[config.mk]
export PLATFORM = sky130hd
export DESIGN_NAME = cbu_unit
export DESIGN_NICKNAME = d
export VERILOG_FILES = /design/src/common/cbu_pkg.sv /design/src/cbu_unit.sv /design/src/cbu_decode.sv
export VERILOG_INCLUDE_DIRS = /design/src /design/src/common
export SDC_FILE = /design/constraint.sdc
export NUM_CORES = 1
export LEC_CHECK = 0
export BUFFER_PORTS_ARGS = -buffer_cell sky130_fd_sc_hd__buf_4
export CORE_MARGIN = 4
export CORE_UTILIZATION = 53
export CTS_CLUSTER_DIAMETER = 30
export DETAILED_ROUTE_END_ITERATION = 12
export MAX_ROUTING_LAYER = met4
export PLACE_DENSITY = 0.78
export SYNTH_ARGS = -nofsm -noshare
export SYNTH_HDL_FRONTEND = slang
export SYNTH_SLANG_ARGS = --single-unit
export TNS_END_PERCENT = 30
[constraint.sdc]
create_clock -name clk -period 3.1 [get_ports clk]
set_input_delay 0.62 -clock clk [delete_from_list [all_inputs] [get_ports clk]]
set_output_delay 0.62 -clock clk [all_outputs]
set_load 0.01 [all_outputs]
[src/common/cbu_map.svh]
`ifndef CBU_MAP_SVH
`define CBU_MAP_SVH

// opcodes of the counted branches and the byte and word string loads
`define CBU_OP_LOOP        8'he2
`define CBU_OP_LOOP_EQ     8'he1
`define CBU_OP_LOAD_BYTE   8'hac
`define CBU_OP_LOAD_WORD   8'had

// sign extension masks for the short displacement
`define CBU_EXT_NEG        16'hff00
`define CBU_EXT_POS        16'h00ff
`define CBU_SIGN_BIT       7

// execution clock counts
`define CBU_CLK_TAKEN      16
`define CBU_CLK_FALL       6
`define CBU_CLK_STRING     12

// instruction lengths of a counted branch and a string load in bytes
`define CBU_BRANCH_LEN     16'h0002
`define CBU_STRING_LEN     16'h0001

`endif

[src/common/cbu_pkg.sv]
package cbu_pkg;

    typedef enum logic [1:0] {
        CBU_KIND_NONE   = 2'b00,
        CBU_KIND_LOOP   = 2'b01,
        CBU_KIND_LOOPEQ = 2'b10,
        CBU_KIND_STRING = 2'b11
    } cbu_kind_e;

    // one instruction handed in by the execute stage
    typedef struct packed {
        logic [7:0]  opcode;
        logic [7:0]  disp;
        logic [15:0] ip;
        logic [15:0] count;
        logic [15:0] src_index;
        logic [15:0] destination_index;
        logic        zero_flag;
        logic        direction_flag;
        logic        iterate_prefix;
    } cbu_req_s;

    // architectural results handed back
    typedef struct packed {
        logic [15:0] next_ip;
        logic [15:0] count;
        logic [15:0] src_index;
        logic [15:0] destination_index;
        logic        taken;
        logic [4:0]  clocks;
    } cbu_rsp_s;

endpackage : cbu_pkg

[src/cbu_unit.sv]
// How it works
// - E2: decrement count, branch if nonzero
// - count reaches zero: fall through
// - count is an unsigned loop count
// - displacement reach is -128 to +127
// - extend displacement by mask, add to pointer
// - E1: branch if count nonzero and zero flag
// - equal form falls through otherwise
// - branch executes in 16 or 6 clocks
// - string load always advances its index
`timescale 1ns/1ps
`include "cbu_map.svh"

module cbu_unit #(
    parameter int CLK_TAKEN  = `CBU_CLK_TAKEN,
    parameter int CLK_FALL   = `CBU_CLK_FALL,
    parameter int CLK_STRING = `CBU_CLK_STRING
) (
    input  wire logic              clk,
    input  wire logic              rst,
    input  wire logic              req_valid,
    output logic                   req_ready,
    input  wire cbu_pkg::cbu_req_s req,
    output logic                   rsp_valid,
    output cbu_pkg::cbu_rsp_s      rsp,
    output logic                   illegal
);

    // each clock count must fit the 5-bit field and be at least one
    if (CLK_TAKEN < 1 || CLK_TAKEN > 31) begin : g_bad_taken
        $error("cbu_unit: CLK_TAKEN out of range 1..31");
    end
    if (CLK_FALL < 1 || CLK_FALL > 31) begin : g_bad_fall
        $error("cbu_unit: CLK_FALL out of range 1..31");
    end
    if (CLK_STRING < 1 || CLK_STRING > 31) begin : g_bad_string
        $error("cbu_unit: CLK_STRING out of range 1..31");
    end

    typedef enum logic [0:0] {
        CBU_IDLE = 1'b0,
        CBU_BUSY = 1'b1
    } cbu_state_e;

    // sign extension by mask, so no arithmetic shift is needed
    function automatic logic [15:0] extend_disp(input logic [7:0] d);
        logic [15:0] w;
        w = {8'h00, d};
        if (d[`CBU_SIGN_BIT])
            extend_disp = `CBU_EXT_NEG | w;
        else
            extend_disp = `CBU_EXT_POS & w;
    endfunction : extend_disp

    // index steps by element size, downwards when the flag is set
    function automatic logic [15:0] advance_index(
        input logic [15:0] idx,
        input logic        down,
        input logic        word
    );
        logic [15:0] step;
        step = word ? 16'h0002 : 16'h0001;
        if (down)
            advance_index = idx - step;
        else
            advance_index = idx + step;
    endfunction : advance_index

    cbu_pkg::cbu_kind_e kind;
    logic               is_word;

    // opcode classification lives in its own leaf
    cbu_decode u_decode (
        .opcode  (req.opcode),
        .kind    (kind),
        .is_word (is_word)
    );

    // control group: sequencing of the execution clocks
    cbu_state_e        state;
    cbu_state_e        next_state;
    logic [4:0]        wait_cnt;
    logic [4:0]        next_wait_cnt;
    logic              next_rsp_valid;
    logic              next_illegal;

    // result group: architectural values handed back
    cbu_pkg::cbu_rsp_s next_rsp;

    // decision on the instruction offered this cycle
    logic              accept;
    logic              is_branch;
    logic              take;
    logic [15:0]       dec_count;
    logic [15:0]       seq_ip;
    logic [15:0]       target_ip;
    logic [4:0]        exec_clocks;

    // decrement first, then test the new count
    always_comb begin
        // unsigned wrap: zero on entry becomes all ones
        dec_count = req.count - 16'h0001;
        // ip is taken as the address of the instruction itself
        if (kind == cbu_pkg::CBU_KIND_STRING)
            seq_ip = req.ip + `CBU_STRING_LEN;
        else
            seq_ip = req.ip + `CBU_BRANCH_LEN;
        // offset reaches -128..+127 from the branch itself
        target_ip = req.ip + extend_disp(req.disp);
        is_branch = (kind == cbu_pkg::CBU_KIND_LOOP) ||
                    (kind == cbu_pkg::CBU_KIND_LOOPEQ);
        case (kind)
            cbu_pkg::CBU_KIND_LOOP: begin
                take = (dec_count != 16'h0000);
            end
            cbu_pkg::CBU_KIND_LOOPEQ: begin
                // a clear zero flag ends the loop early
                take = (dec_count != 16'h0000) &&
                       req.zero_flag;
            end
            default: begin
                take = 1'b0;
            end
        endcase
        // a taken branch costs the longer count
        case (kind)
            cbu_pkg::CBU_KIND_LOOP,
            cbu_pkg::CBU_KIND_LOOPEQ: begin
                exec_clocks = take ? 5'(CLK_TAKEN)
                                   : 5'(CLK_FALL);
            end
            cbu_pkg::CBU_KIND_STRING: begin
                exec_clocks = 5'(CLK_STRING);
            end
            default: begin
                // unknown opcodes answer at once and are flagged
                exec_clocks = 5'h01;
            end
        endcase
    end

    // single instruction in flight; ready only when idle
    assign req_ready = (state == CBU_IDLE);
    assign accept    = req_valid && req_ready;

    // counts run down so the answer lands on the last clock
    always_comb begin
        next_state     = state;
        next_wait_cnt  = wait_cnt;
        next_rsp_valid = 1'b0;
        next_illegal   = 1'b0;
        case (state)
            CBU_IDLE: begin
                if (accept) begin
                    next_wait_cnt = exec_clocks - 5'h01;
                    if (exec_clocks == 5'h01) begin
                        next_rsp_valid = 1'b1;
                        next_illegal   = (kind == cbu_pkg::CBU_KIND_NONE);
                    end else begin
                        next_state = CBU_BUSY;
                    end
                end
            end
            CBU_BUSY: begin
                next_wait_cnt = wait_cnt - 5'h01;
                if (wait_cnt == 5'h01) begin
                    next_rsp_valid = 1'b1;
                    next_state     = CBU_IDLE;
                end
            end
            default: begin
                next_state    = CBU_IDLE;
                next_wait_cnt = 5'h00;
            end
        endcase
    end

    // control registers
    always_ff @(posedge clk or posedge rst) begin
        if (rst) begin
            state     <= CBU_IDLE;
            wait_cnt  <= 5'h00;
            rsp_valid <= 1'b0;
            illegal   <= 1'b0;
        end else begin
            state     <= next_state;
            wait_cnt  <= next_wait_cnt;
            rsp_valid <= next_rsp_valid;
            illegal   <= next_illegal;
        end
    end

    // results change at the taking edge; read them with rsp_valid
    always_comb begin
        next_rsp = rsp;
        if (accept) begin
            next_rsp.count             = req.count;
            next_rsp.src_index         = req.src_index;
            next_rsp.destination_index = req.destination_index;
            next_rsp.taken             = take;
            next_rsp.clocks            = exec_clocks;
            if (take)
                next_rsp.next_ip = target_ip;
            else
                next_rsp.next_ip = seq_ip;
            if (is_branch)
                next_rsp.count = dec_count;
            // advance regardless of the iterate prefix
            if (kind == cbu_pkg::CBU_KIND_STRING)
                next_rsp.src_index = advance_index(req.src_index,
                    req.direction_flag, is_word);
        end
    end

    // flags never pass through this unit, so none can change
    always_ff @(posedge clk or posedge rst) begin
        if (rst)
            rsp <= '0;
        else
            rsp <= next_rsp;
    end

endmodule : cbu_unit

[src/cbu_decode.sv]
`timescale 1ns/1ps
`include "cbu_map.svh"

// classifies the opcode; pure combinational leaf
module cbu_decode (
    input  wire logic [7:0]         opcode,
    output cbu_pkg::cbu_kind_e      kind,
    output logic                    is_word
);

    // both assembler names of the equal form share one opcode
    always_comb begin
        is_word = 1'b0;
        case (opcode)
            `CBU_OP_LOOP:      kind = cbu_pkg::CBU_KIND_LOOP;
            `CBU_OP_LOOP_EQ:   kind = cbu_pkg::CBU_KIND_LOOPEQ;
            `CBU_OP_LOAD_BYTE: kind = cbu_pkg::CBU_KIND_STRING;
            `CBU_OP_LOAD_WORD: begin
                kind    = cbu_pkg::CBU_KIND_STRING;
                is_word = 1'b1;
            end
            default:           kind = cbu_pkg::CBU_KIND_NONE;
        endcase
    end

endmodule : cbu_decode

---- Word level (Yosys, flattened, before mapping) ----
Cells that the tools add are included.
word-level totals
  output and inout bits ................... 73
  flip-flop bits (word level) ............. 78
operators by class
  multiplexer cells ....................... 25
  bitwise gates (word level) .............. 1
  reductions and logical operators ........ 7
  equal/unequal tests ..................... 10
  add/subtract/negate cells ............... 8
operators by type and width
  operator                                                number
  two-way mux 16 bit                                      6
  equality test 8 bit (second input constant)             4
  case mux 5 bit (2 select lines)                         2
  adder 16 x 1 -> 16 bit (second input constant)          1
  adder 16 bit                                            1
  adder 16 x 2 -> 16 bit                                  1
  adder 16 x 2 -> 16 bit (second input constant)          1
  nonzero test 16 bit                                     1
  subtractor 16 x 1 -> 16 bit (second input constant)     1
  subtractor 16 x 2 -> 16 bit                             1
  equality test 5 x 1 -> 1 bit (second input constant)    2
  two-way mux 1 bit                                       10
  two-way mux 5 bit                                       2
  subtractor 5 x 1 -> 5 bit (second input constant)       2
  case mux 1 bit (2 select lines)                         3
  case mux 2 bit (3 select lines)                         1
  equality test 2 bit (second input constant)             2
  OR reduction 2 bit                                      2
  equality test 2 x 1 -> 1 bit (second input constant)    1
  logical AND 1 bit                                       2
  logical NOT 2 bit                                       1
  two-way mux 2 bit                                       1
  inequality test 2 x 1 -> 1 bit (second input constant)  1
  logical OR 1 bit                                        1
  NOT 1 bit                                               1

---- Logic depth before layout (Yosys ltp) ----
Gate-level depths: netlist of run 1.
  depth after elaboration ................. 11
  depth in mapped cells ................... 15
  gate-level depth less buffers ........... 14

---- By module ----
A second synthesis of run 1 with hierarchy kept.
unflattened totals
  cell total of the unflattened synthesis .. 635
  area total of the unflattened synthesis .. 5511.5 um2
modules (own cells, without submodules)
  module      cells each  area each (um2)  times used  seq. area each (um2)
  cbu_unit    625         5439.0           1           1951.9
  cbu_decode  10          72.6             1           0.0

---- Least setup slack after synthesis of run 1 ----
Ideal clock, no wire load.
  path type ............................... input to register
  start point ............................. input port req[82] (netlist bit)
  end point ............................... register rsp[36] (netlist bit)
  slack ................................... -0.199 ns
  buffers on the path ..................... 0
  arrival ................................. 3.216 ns
  stages .................................. 13
  setup time .............................. 0.083 ns
  required time ........................... 3.017 ns
  path through ............................ nand2_1 > nor3_1 > nand3_1 > and2_1 > fa_1 > a211oi_1 > o21bai_1 > a31o_2 > a41o_1 > o41ai_1 > o21ai_0 > xnor2_1 > o21ai_0
on the way
  cells in the longest elaborated chain, start to end .. 6
  elaborated cells between the ends (all ways) .. 13
  classes of those cells .................. add/sub (2); eq/ne (5); mux (5); reduce/logical (1)
RTL lines
  element                                                                line                            source
  start, declared                                                        cbu_unit.sv:23                  input wire cbu_pkg::cbu_req_s req,
  equality test 8 bit                                                    cbu_decode.sv:14                case (opcode)
  two-way mux 1 bit                                                      cbu_decode.sv:14
  two-way mux 2 bit                                                      cbu_unit.sv:62                  step = word ? 16'h0002 : 16'h0001;
  adder 16 x 2 -> 16 bit or subtractor 16 x 2 -> 16 bit (tied branches)  cbu_unit.sv:66, cbu_unit.sv:64
  two-way mux 16 bit                                                     cbu_unit.sv:63                  if (down)
  two-way mux 16 bit (*)                                                 cbu_unit.sv:209                 if (kind == cbu_pkg::CBU_KIND_STRING)
  end signal, assigned                                                   cbu_unit.sv:220                 rsp <= next_rsp;
  end, declared                                                          cbu_unit.sv:25                  output cbu_pkg::cbu_rsp_s rsp,
Mark *: on every way between the ends. The rest lies on a longest branch, timed or not.
A chain may end at the register's enable or synchronous reset.

---- Worst setup path in the final report of run 1 ----
Ends and elaborated chain as after synthesis.

==> results.md, run 1 <==
* First drt pass iteration count at 4
* Number of global-route vias before repair at 5,088
* Number of antenna repair diodes at 0
* Worst Clk Skew at 0.00477 ns
* Via Count at 5,118
* Max Slew Vio Count at 0
* Number of non-filler instances in the completed layout at 940
* Clock tree buffer depth at 2
* Max-cap violations at 0
* GRT Util Overall at 24.4%
* Die height at 109 µm
* Total clock buffers created by CTS at 9
* Startpoint types: input port
* Setup violators final at 0
* Worst hold path type: in2async
* Worst Setup Slack, final at 0.216 ns
* Signal arrival time at the worst endpoint at 3.13 ns
* Post-DR wirelength/cell at 14.8 µm
* Proportion of synthesized chip area in sequential cells at 35.9%
* Clk_lat worst skew at 0.36 ns
* Clock Pin Slew Worst Setup and Hold Paths at 0.09 ns
* Highest attainable clock frequency at 347 MHz
* Critical register-to-register path startpoint: state
* Largest net degree at the start of global routing at 90
* Remaining routing DRC violations at 0
* Hold Slack at 0.358 ns
* Post-route minimum period at 2.88 ns
* Synth-to-layout area growth at 29.5%
* Area inside the core boundary at 0.00986 mm²
* Result of the run: completed
* Number of placement rows at 36
* Number of synthesized flops with an enable pin at 0
* Maximum level of the CTS H-tree at 3
* Clock tree from TritonCTS: built
* Number of antenna violations at the first check in global routing at 0
* Final number of hold-violating endpoints at 0
* Area taken by flip-flops and latches at 0.00195 mm²
* Leakage power at 3.37 nW
* # port buffers at 157
* Clock group share of total power at 19.8%
* Tightest slew margin relative to the limit at 47.4%
* Total clock sinks at 78
* First-pass GRT wire length at 22,600 µm
* Die Footprint at 0.0119 mm²
* Fraction of power consumed by combinational cells at 41.4%
* Final core utilization at 71.4%
* Post-detail-place hpwl at 10,900 µm
* Post-detailed-route via-to-cell ratio at 5.44
* Internal power at 0.00257 W
* Final RePlAce weighted congestion at 0.905
* P_sw at 0.00148 W
* Horizontal extent of the die at 109 µm
* Part of the total power dissipated in sequential elements at 38.8%
* Yosys warning total at 0
* Total placed cells including tap cells at 924
* Top_reg_cell synth: dfrtp_1
* Crit path capture type: register
* Pwr Density at 575 mW/mm²
* I/O pin count at 159
* Netlist Area Pre-Place at 0.00544 mm²
* # nets final at 931
* Post-Syn Nets at 770
* Share of flip-flops with an asynchronous set or reset at 100%
* Critical path fanouts, max at 2
* Initial DRC count at 294
* Post-CTS Setup Repair Bufs at 0
* Fill cells at 800
* Type of the worst setup path: in2reg
* Area taken by multi-input logic gates at 0.00334 mm²
* Required time worst endpoint at 3.35 ns
* Number of storage elements in the synthesis netlist at 78
* Setup Total Neg Slack at 0 ns
* Number of routed nets with antenna violations at 0
* Proportion of total power due to net switching at 36.6%
* Slew @ Worst Pin at 0.790 ns
* Final wirelength at 13,900 µm
* Initial core utilization at 55.1%
* Distinct cell type count after synthesis at 54
* GRT overflow at 0
* Clk Tree Root Cell: clkbuf_8
* RSZ-0062 raised after global routing: false
* Layout cell share with drive strength beyond 1 at 25.5%
* Average cell area after synthesis at 8.48 µm²
* Largest vdd supply drop at 0.354 mV
* Capturing point of the worst reg2reg path: rsp[29]
* Count of mapped cells out of synthesis at 641
* Worst reg-to-reg path cell count at 5
* Final Cycle Share at 93.0%
* Setup slack of the most critical reg-to-reg path at 1.20 ns
* Worst setup timing slack at the placement stage at -0.307 ns
==> flip-flops by register name, summed over array words and instances (netlist names) <==
register / flops
illegal: 1
rsp: 70
rsp_valid: 1
state: 1
wait_cnt: 5
==> final cells by class <==
type / instances / share of cell area [%]
Sequential cell: 78 / 27.7
Inverter: 21 / 1.14
Timing Repair Buffer: 173 / 18.5
Clock buffer: 10 / 1.96
Multi-Input combinational cell: 519 / 47.4
Clock inverter: 6 / 0.978
Tap cell: 133 / 2.36
==> cells in the final DEF, fill, tap and decap left out, types with 6 or more instances in the layout <==
cell | synthesis | routed
a21o_1 | 11 | 11
a21oi_1 | 39 | 39
a31oi_1 | 11 | 11
and2_1 | 7 | 6
and3_1 | 6 | 6
buf_4 | 0 | 173
clkbuf_8 | 0 | 10
dfrtp_1 | 78 | 78
ha_1 | 41 | 41
inv_1 | 21 | 20
mux2i_1 | 18 | 18
nand2_1 | 128 | 127
nand2b_1 | 7 | 7
nand3_1 | 8 | 8
nand3b_1 | 6 | 6
nor2_1 | 43 | 43
nor3_1 | 13 | 12
nor4_1 | 6 | 6
o21ai_0 | 58 | 56
or3_1 | 7 | 7
xnor2_1 | 43 | 43
xor2_1 | 14 | 14
==> kinds of logic after synthesis <==
kind of cell               synth area share [%]
muxes                                      3.80
DFF                                        35.9
adders and majority gates                  10.2
xor gates and xnor gates                   9.19
and+or+nand+nor                            20.0
AOI/OAI and AO/OA                          17.4
buffers and inverters                      3.52
==> synth_stat cells (all sizes together) (3+ instances only) <==
| master | instances | share of area, % |
|---|---|---|
| a211oi | 4 | 0.55 |
| a21o | 11 | 1.5 |
| a21oi | 39 | 3.6 |
| a31oi | 11 | 1.3 |
| and2 | 7 | 0.81 |
| and3 | 6 | 0.69 |
| buf | 5 | 0.83 |
| clkbuf | 18 | 1.2 |
| dfrtp | 78 | 36 |
| ha | 41 | 9.4 |
| inv | 21 | 1.5 |
| mux2i | 18 | 3.3 |
| nand2 | 128 | 8.8 |
| nand2b | 7 | 0.81 |
| nand3 | 8 | 0.74 |
| nand3b | 6 | 0.83 |
| nand4 | 3 | 0.35 |
| nor2 | 43 | 3.0 |
| nor2b | 3 | 0.35 |
| nor3 | 14 | 1.5 |
| nor4 | 6 | 0.69 |
| o21a | 5 | 0.69 |
| o21ai | 60 | 5.6 |
| o21bai | 4 | 0.55 |
| o31ai | 4 | 0.55 |
| or3 | 7 | 0.81 |
| xnor2 | 43 | 6.9 |
| xor2 | 14 | 2.3 |
==> routing by layer <==
metal	up-vias	track usage (%)	routed length [µm]
met5	-	-	0
met4	0	10.7	318
met3	24	2.96	833
met2	149	40.0	6760
met1	2384	30.5	5970
li1	2561	-	-
==> timing repair <==
action,4_1_cts,5_1_grt
hold buffers,0,0
endpoints found under the setup margin,0,2
resized for setup,0,1
==> critical path, cell delays in order <==
cell and delay [ns]:
buf_4 0.08, nand2_1 0.07, nor3_2 0.20, nand3_1 0.14
and2_4 0.18, fa_2 0.39, a211oi_2 0.24, o21bai_1 0.11
a31o_2 0.23, a41o_1 0.22, o41ai_4 0.28, o21ai_1 0.12
xnor2_1 0.17, o21ai_1 0.07
==> worst max-delay path by stage <==
stage,from,end,slack (ns),depth (start not counted)
floorplan,req[82],rsp[36],0.008,13
global placement,req[82],rsp[36],-0.23,14
finish,req[82],rsp[36],0.22,14
CTS,req[82],rsp[36],0.07,14
detailed placement,req[82],rsp[36],-0.31,14
global route,req[82],rsp[37],0.01,14
==> through the flow <==
stage | power, W | instance area, µm²
after global routing | 0.00435 | 7040
after global placement | 0.00322 | 6820
after detailed placement | 0.00328 | 6820
after floorplan | 0.00244 | 5460
after CTS | 0.00409 | 7030
final | 0.00405 | 7040
==> power groups by stage <==
stage	logic [W]	clock network [W]	registers, W
floorplan	0.000739	0	0.00170
global placement	0.00165	0	0.00157
detailed placement	0.00169	0	0.00159
CTS	0.00170	0.000823	0.00157
global route	0.00186	0.000874	0.00161
finish	0.00168	0.000802	0.00157
No activity file was read; power rests on OpenSTA's default activity.
==> inputs of run 2 (changes only) <==
--- a/config.mk
+++ b/config.mk
@@ -6,7 +6,7 @@
 export SDC_FILE = /design/constraint.sdc
 export NUM_CORES = 1
 export LEC_CHECK = 0
-export BUFFER_PORTS_ARGS = -buffer_cell sky130_fd_sc_hd__buf_4
+export BUFFER_PORTS_ARGS = -buffer_cell sky130_fd_sc_hd__buf_2
 export CORE_MARGIN = 4
 export CORE_UTILIZATION = 53
 export CTS_CLUSTER_DIAMETER = 30
==> results.md, run 2 (synthesized netlist as in run 1, its figures left out) <==
* Final Cycle Share at 93.1%
* Critical register-to-register path startpoint: state
* Clk Tree Root Cell: clkbuf_8
* Slew @ Worst Pin at 0.750 ns
* Internal power at 0.00227 W
* Met2 GRT Util at 40.9%
* Largest vdd supply drop at 0.304 mV
* Required time worst endpoint at 3.34 ns
* Proportion of total power due to net switching at 39.2%
* Met3 track demand over resource at 3.49%
* Number of placement rows at 36
* Final wirelength at 14,000 µm
* P_sw at 0.00147 W
* Critical path fanouts, max at 2
* Area inside the core boundary at 0.00986 mm²
* Type of the worst setup path: in2reg
* Commonest non-fill, non-tap cells in the layout: 157 x buf_2, 127 x nand2_1, 78 x dfrtp_1
* Post-route minimum period at 2.89 ns
* Fill cells at 843
* Post-detailed-route via-to-cell ratio at 5.48
* Max FFs per register at 70
* Post-DR wirelength/cell at 14.9 µm
* Total clock buffers created by CTS at 9
* Die height at 109 µm
* Fraction of power consumed by combinational cells at 39.8%
* Startpoint types: input port
* Clk_lat worst skew at 0.35 ns
* Remaining routing DRC violations at 0
* Clock Pin Slew Worst Setup and Hold Paths at 0.09 ns
* Post-detail-place hpwl at 10,800 µm
* Capturing point of the worst reg2reg path: rsp[48]
* Largest Register: rsp
* Number of antenna violations at the first check in global routing at 0
* # port buffers at 157
* Final RePlAce weighted congestion at 0.895
* Final Cell Area at 0.00664 mm²
* Leading registers by flop count: rsp: 70 flops, wait_cnt: 5 flops
* Largest net degree at the start of global routing at 60
* Total placed cells including tap cells at 925
* Worst reg-to-reg path cell count at 4
* Max Slew Vio Count at 0
* Crit path capture type: register
* Worst Clk Skew at 0.00700 ns
* Initial core utilization at 55.1%
* Synth-to-layout area growth at 22.2%
* GRT overflow at 0
* # nets final at 933
* First drt pass iteration count at 5
* Leakage power at 3.24 nW
* Most common cell after layout, fill and taps aside: buf_2
* Layer with the highest usage: met2
* Total clock sinks at 78
* Highest attainable clock frequency at 346 MHz
* Result of the run: completed
* Global routing met1 resource utilization at 30.5%
* Part of the total power dissipated in sequential elements at 41.5%
* # hold bufs at CTS at 0
* Tightest slew margin relative to the limit at 49.9%
* Setup violators final at 0
* GRT Util Overall at 24.6%
* Setup slack of the most critical reg-to-reg path at 1.32 ns
* Signal arrival time at the worst endpoint at 3.13 ns
* Worst hold path type: in2async
* Final number of hold-violating endpoints at 0
* Post-Place Cell Area at 0.00645 mm²
* Clock group share of total power at 18.7%
* Clock tree buffer depth at 2
* Final Power at 0.00374 W
* Die Footprint at 0.0119 mm²
* First-pass GRT wire length at 22,900 µm
* I/O pin count at 159
* Pwr Density at 563 mW/mm²
* Via Count at 5,165
* Worst setup path startpoint: req[76]
* Horizontal extent of the die at 109 µm
* Initial DRC count at 267
* Number of antenna repair diodes at 0
* Clock tree from TritonCTS: built
* RSZ-0062 raised after global routing: false
* Maximum level of the CTS H-tree at 3
* Number of non-filler instances in the completed layout at 942
* Number of routed nets with antenna violations at 0
* Max-cap violations at 0
* Number of global-route vias before repair at 5,021
* Capturing instance or port of the critical path: rsp[36]
* Layout cell share with drive strength beyond 1 at 25.6%
-- run 2: timing repair --
action / CTS / global route
setup buffers: 0 / 1
endpoints found under the setup margin: 1 / 2
gates resized for setup: 1 / 0
pin swaps: 0 / 4
-- run 2: area by class of cell --
type	count	area [µm²]	share of cell area, %
Clock buffer	10	128	1.92
Clock inverter	6	46.3	0.697
Inverter	21	80.1	1.21
Multi-Input combinational cell	519	3340	50.2
Sequential cell	78	1950	29.4
Tap cell	133	166	2.51
Timing Repair Buffer	175	933	14.1
-- run 2: power by group through the flow --
stage	combinational (W)	clock, W	sequential, W
3_3_place_gp	0.00145	0	0.00155
2_1_floorplan	0.000739	0	0.00170
4_1_cts	0.00150	0.000715	0.00155
3_5_place_dp	0.00150	0	0.00157
5_1_grt	0.00168	0.000763	0.00160
6_report	0.00149	0.000700	0.00155
-- run 2: worst min-delay path by stage --
stage | from | end | slack [ns] | cells after the start
2_1_floorplan | wait_cnt[0] | wait_cnt[0] | 0.49 | 1
4_1_cts | rst | rsp[20] | 0.38 | 2
3_3_place_gp | rsp[20] | rsp[20] | 0.45 | 2
5_1_grt | rst | rsp[19] | 0.42 | 2
3_5_place_dp | rsp[14] | rsp[14] | 0.46 | 2
6_report | rst | rsp[14] | 0.37 | 2
-- run 2: metal layers --
| metal | share of wire, % | vias up |
|---|---|---|
| met5 | 0 | - |
| met4 | 2.2 | 0 |
| met3 | 6.2 | 26 |
| met2 | 48 | 187 |
| met1 | 43 | 2394 |
| li1 | - | 2558 |
-- run 2: worst max-delay path: stages --
cell and delay (ns):
buf_2 0.11, nor3_2 0.21, nand3_1 0.15, and2_4 0.17, fa_2 0.39, a211oi_2 0.22
o21bai_1 0.12, a31o_2 0.22, a41o_1 0.23, o41ai_4 0.33, o21ai_1 0.12, xnor2_1 0.17
o21ai_1 0.07
-- run 2: stage by stage --
step | util (%) | hold WS (ns) | setup slack [ns] | TNS (ns)
after floorplan | - | 0.490 | 0.00824 | 0
after global placement | 65.4 | 0.452 | -0.221 | -0.394
after detailed placement | 65.4 | 0.457 | -0.362 | -0.817
after CTS | 67.3 | 0.381 | 0.0416 | 0
after global routing | 67.3 | 0.416 | 0.0664 | 0
final | 67.3 | 0.367 | 0.213 | 0
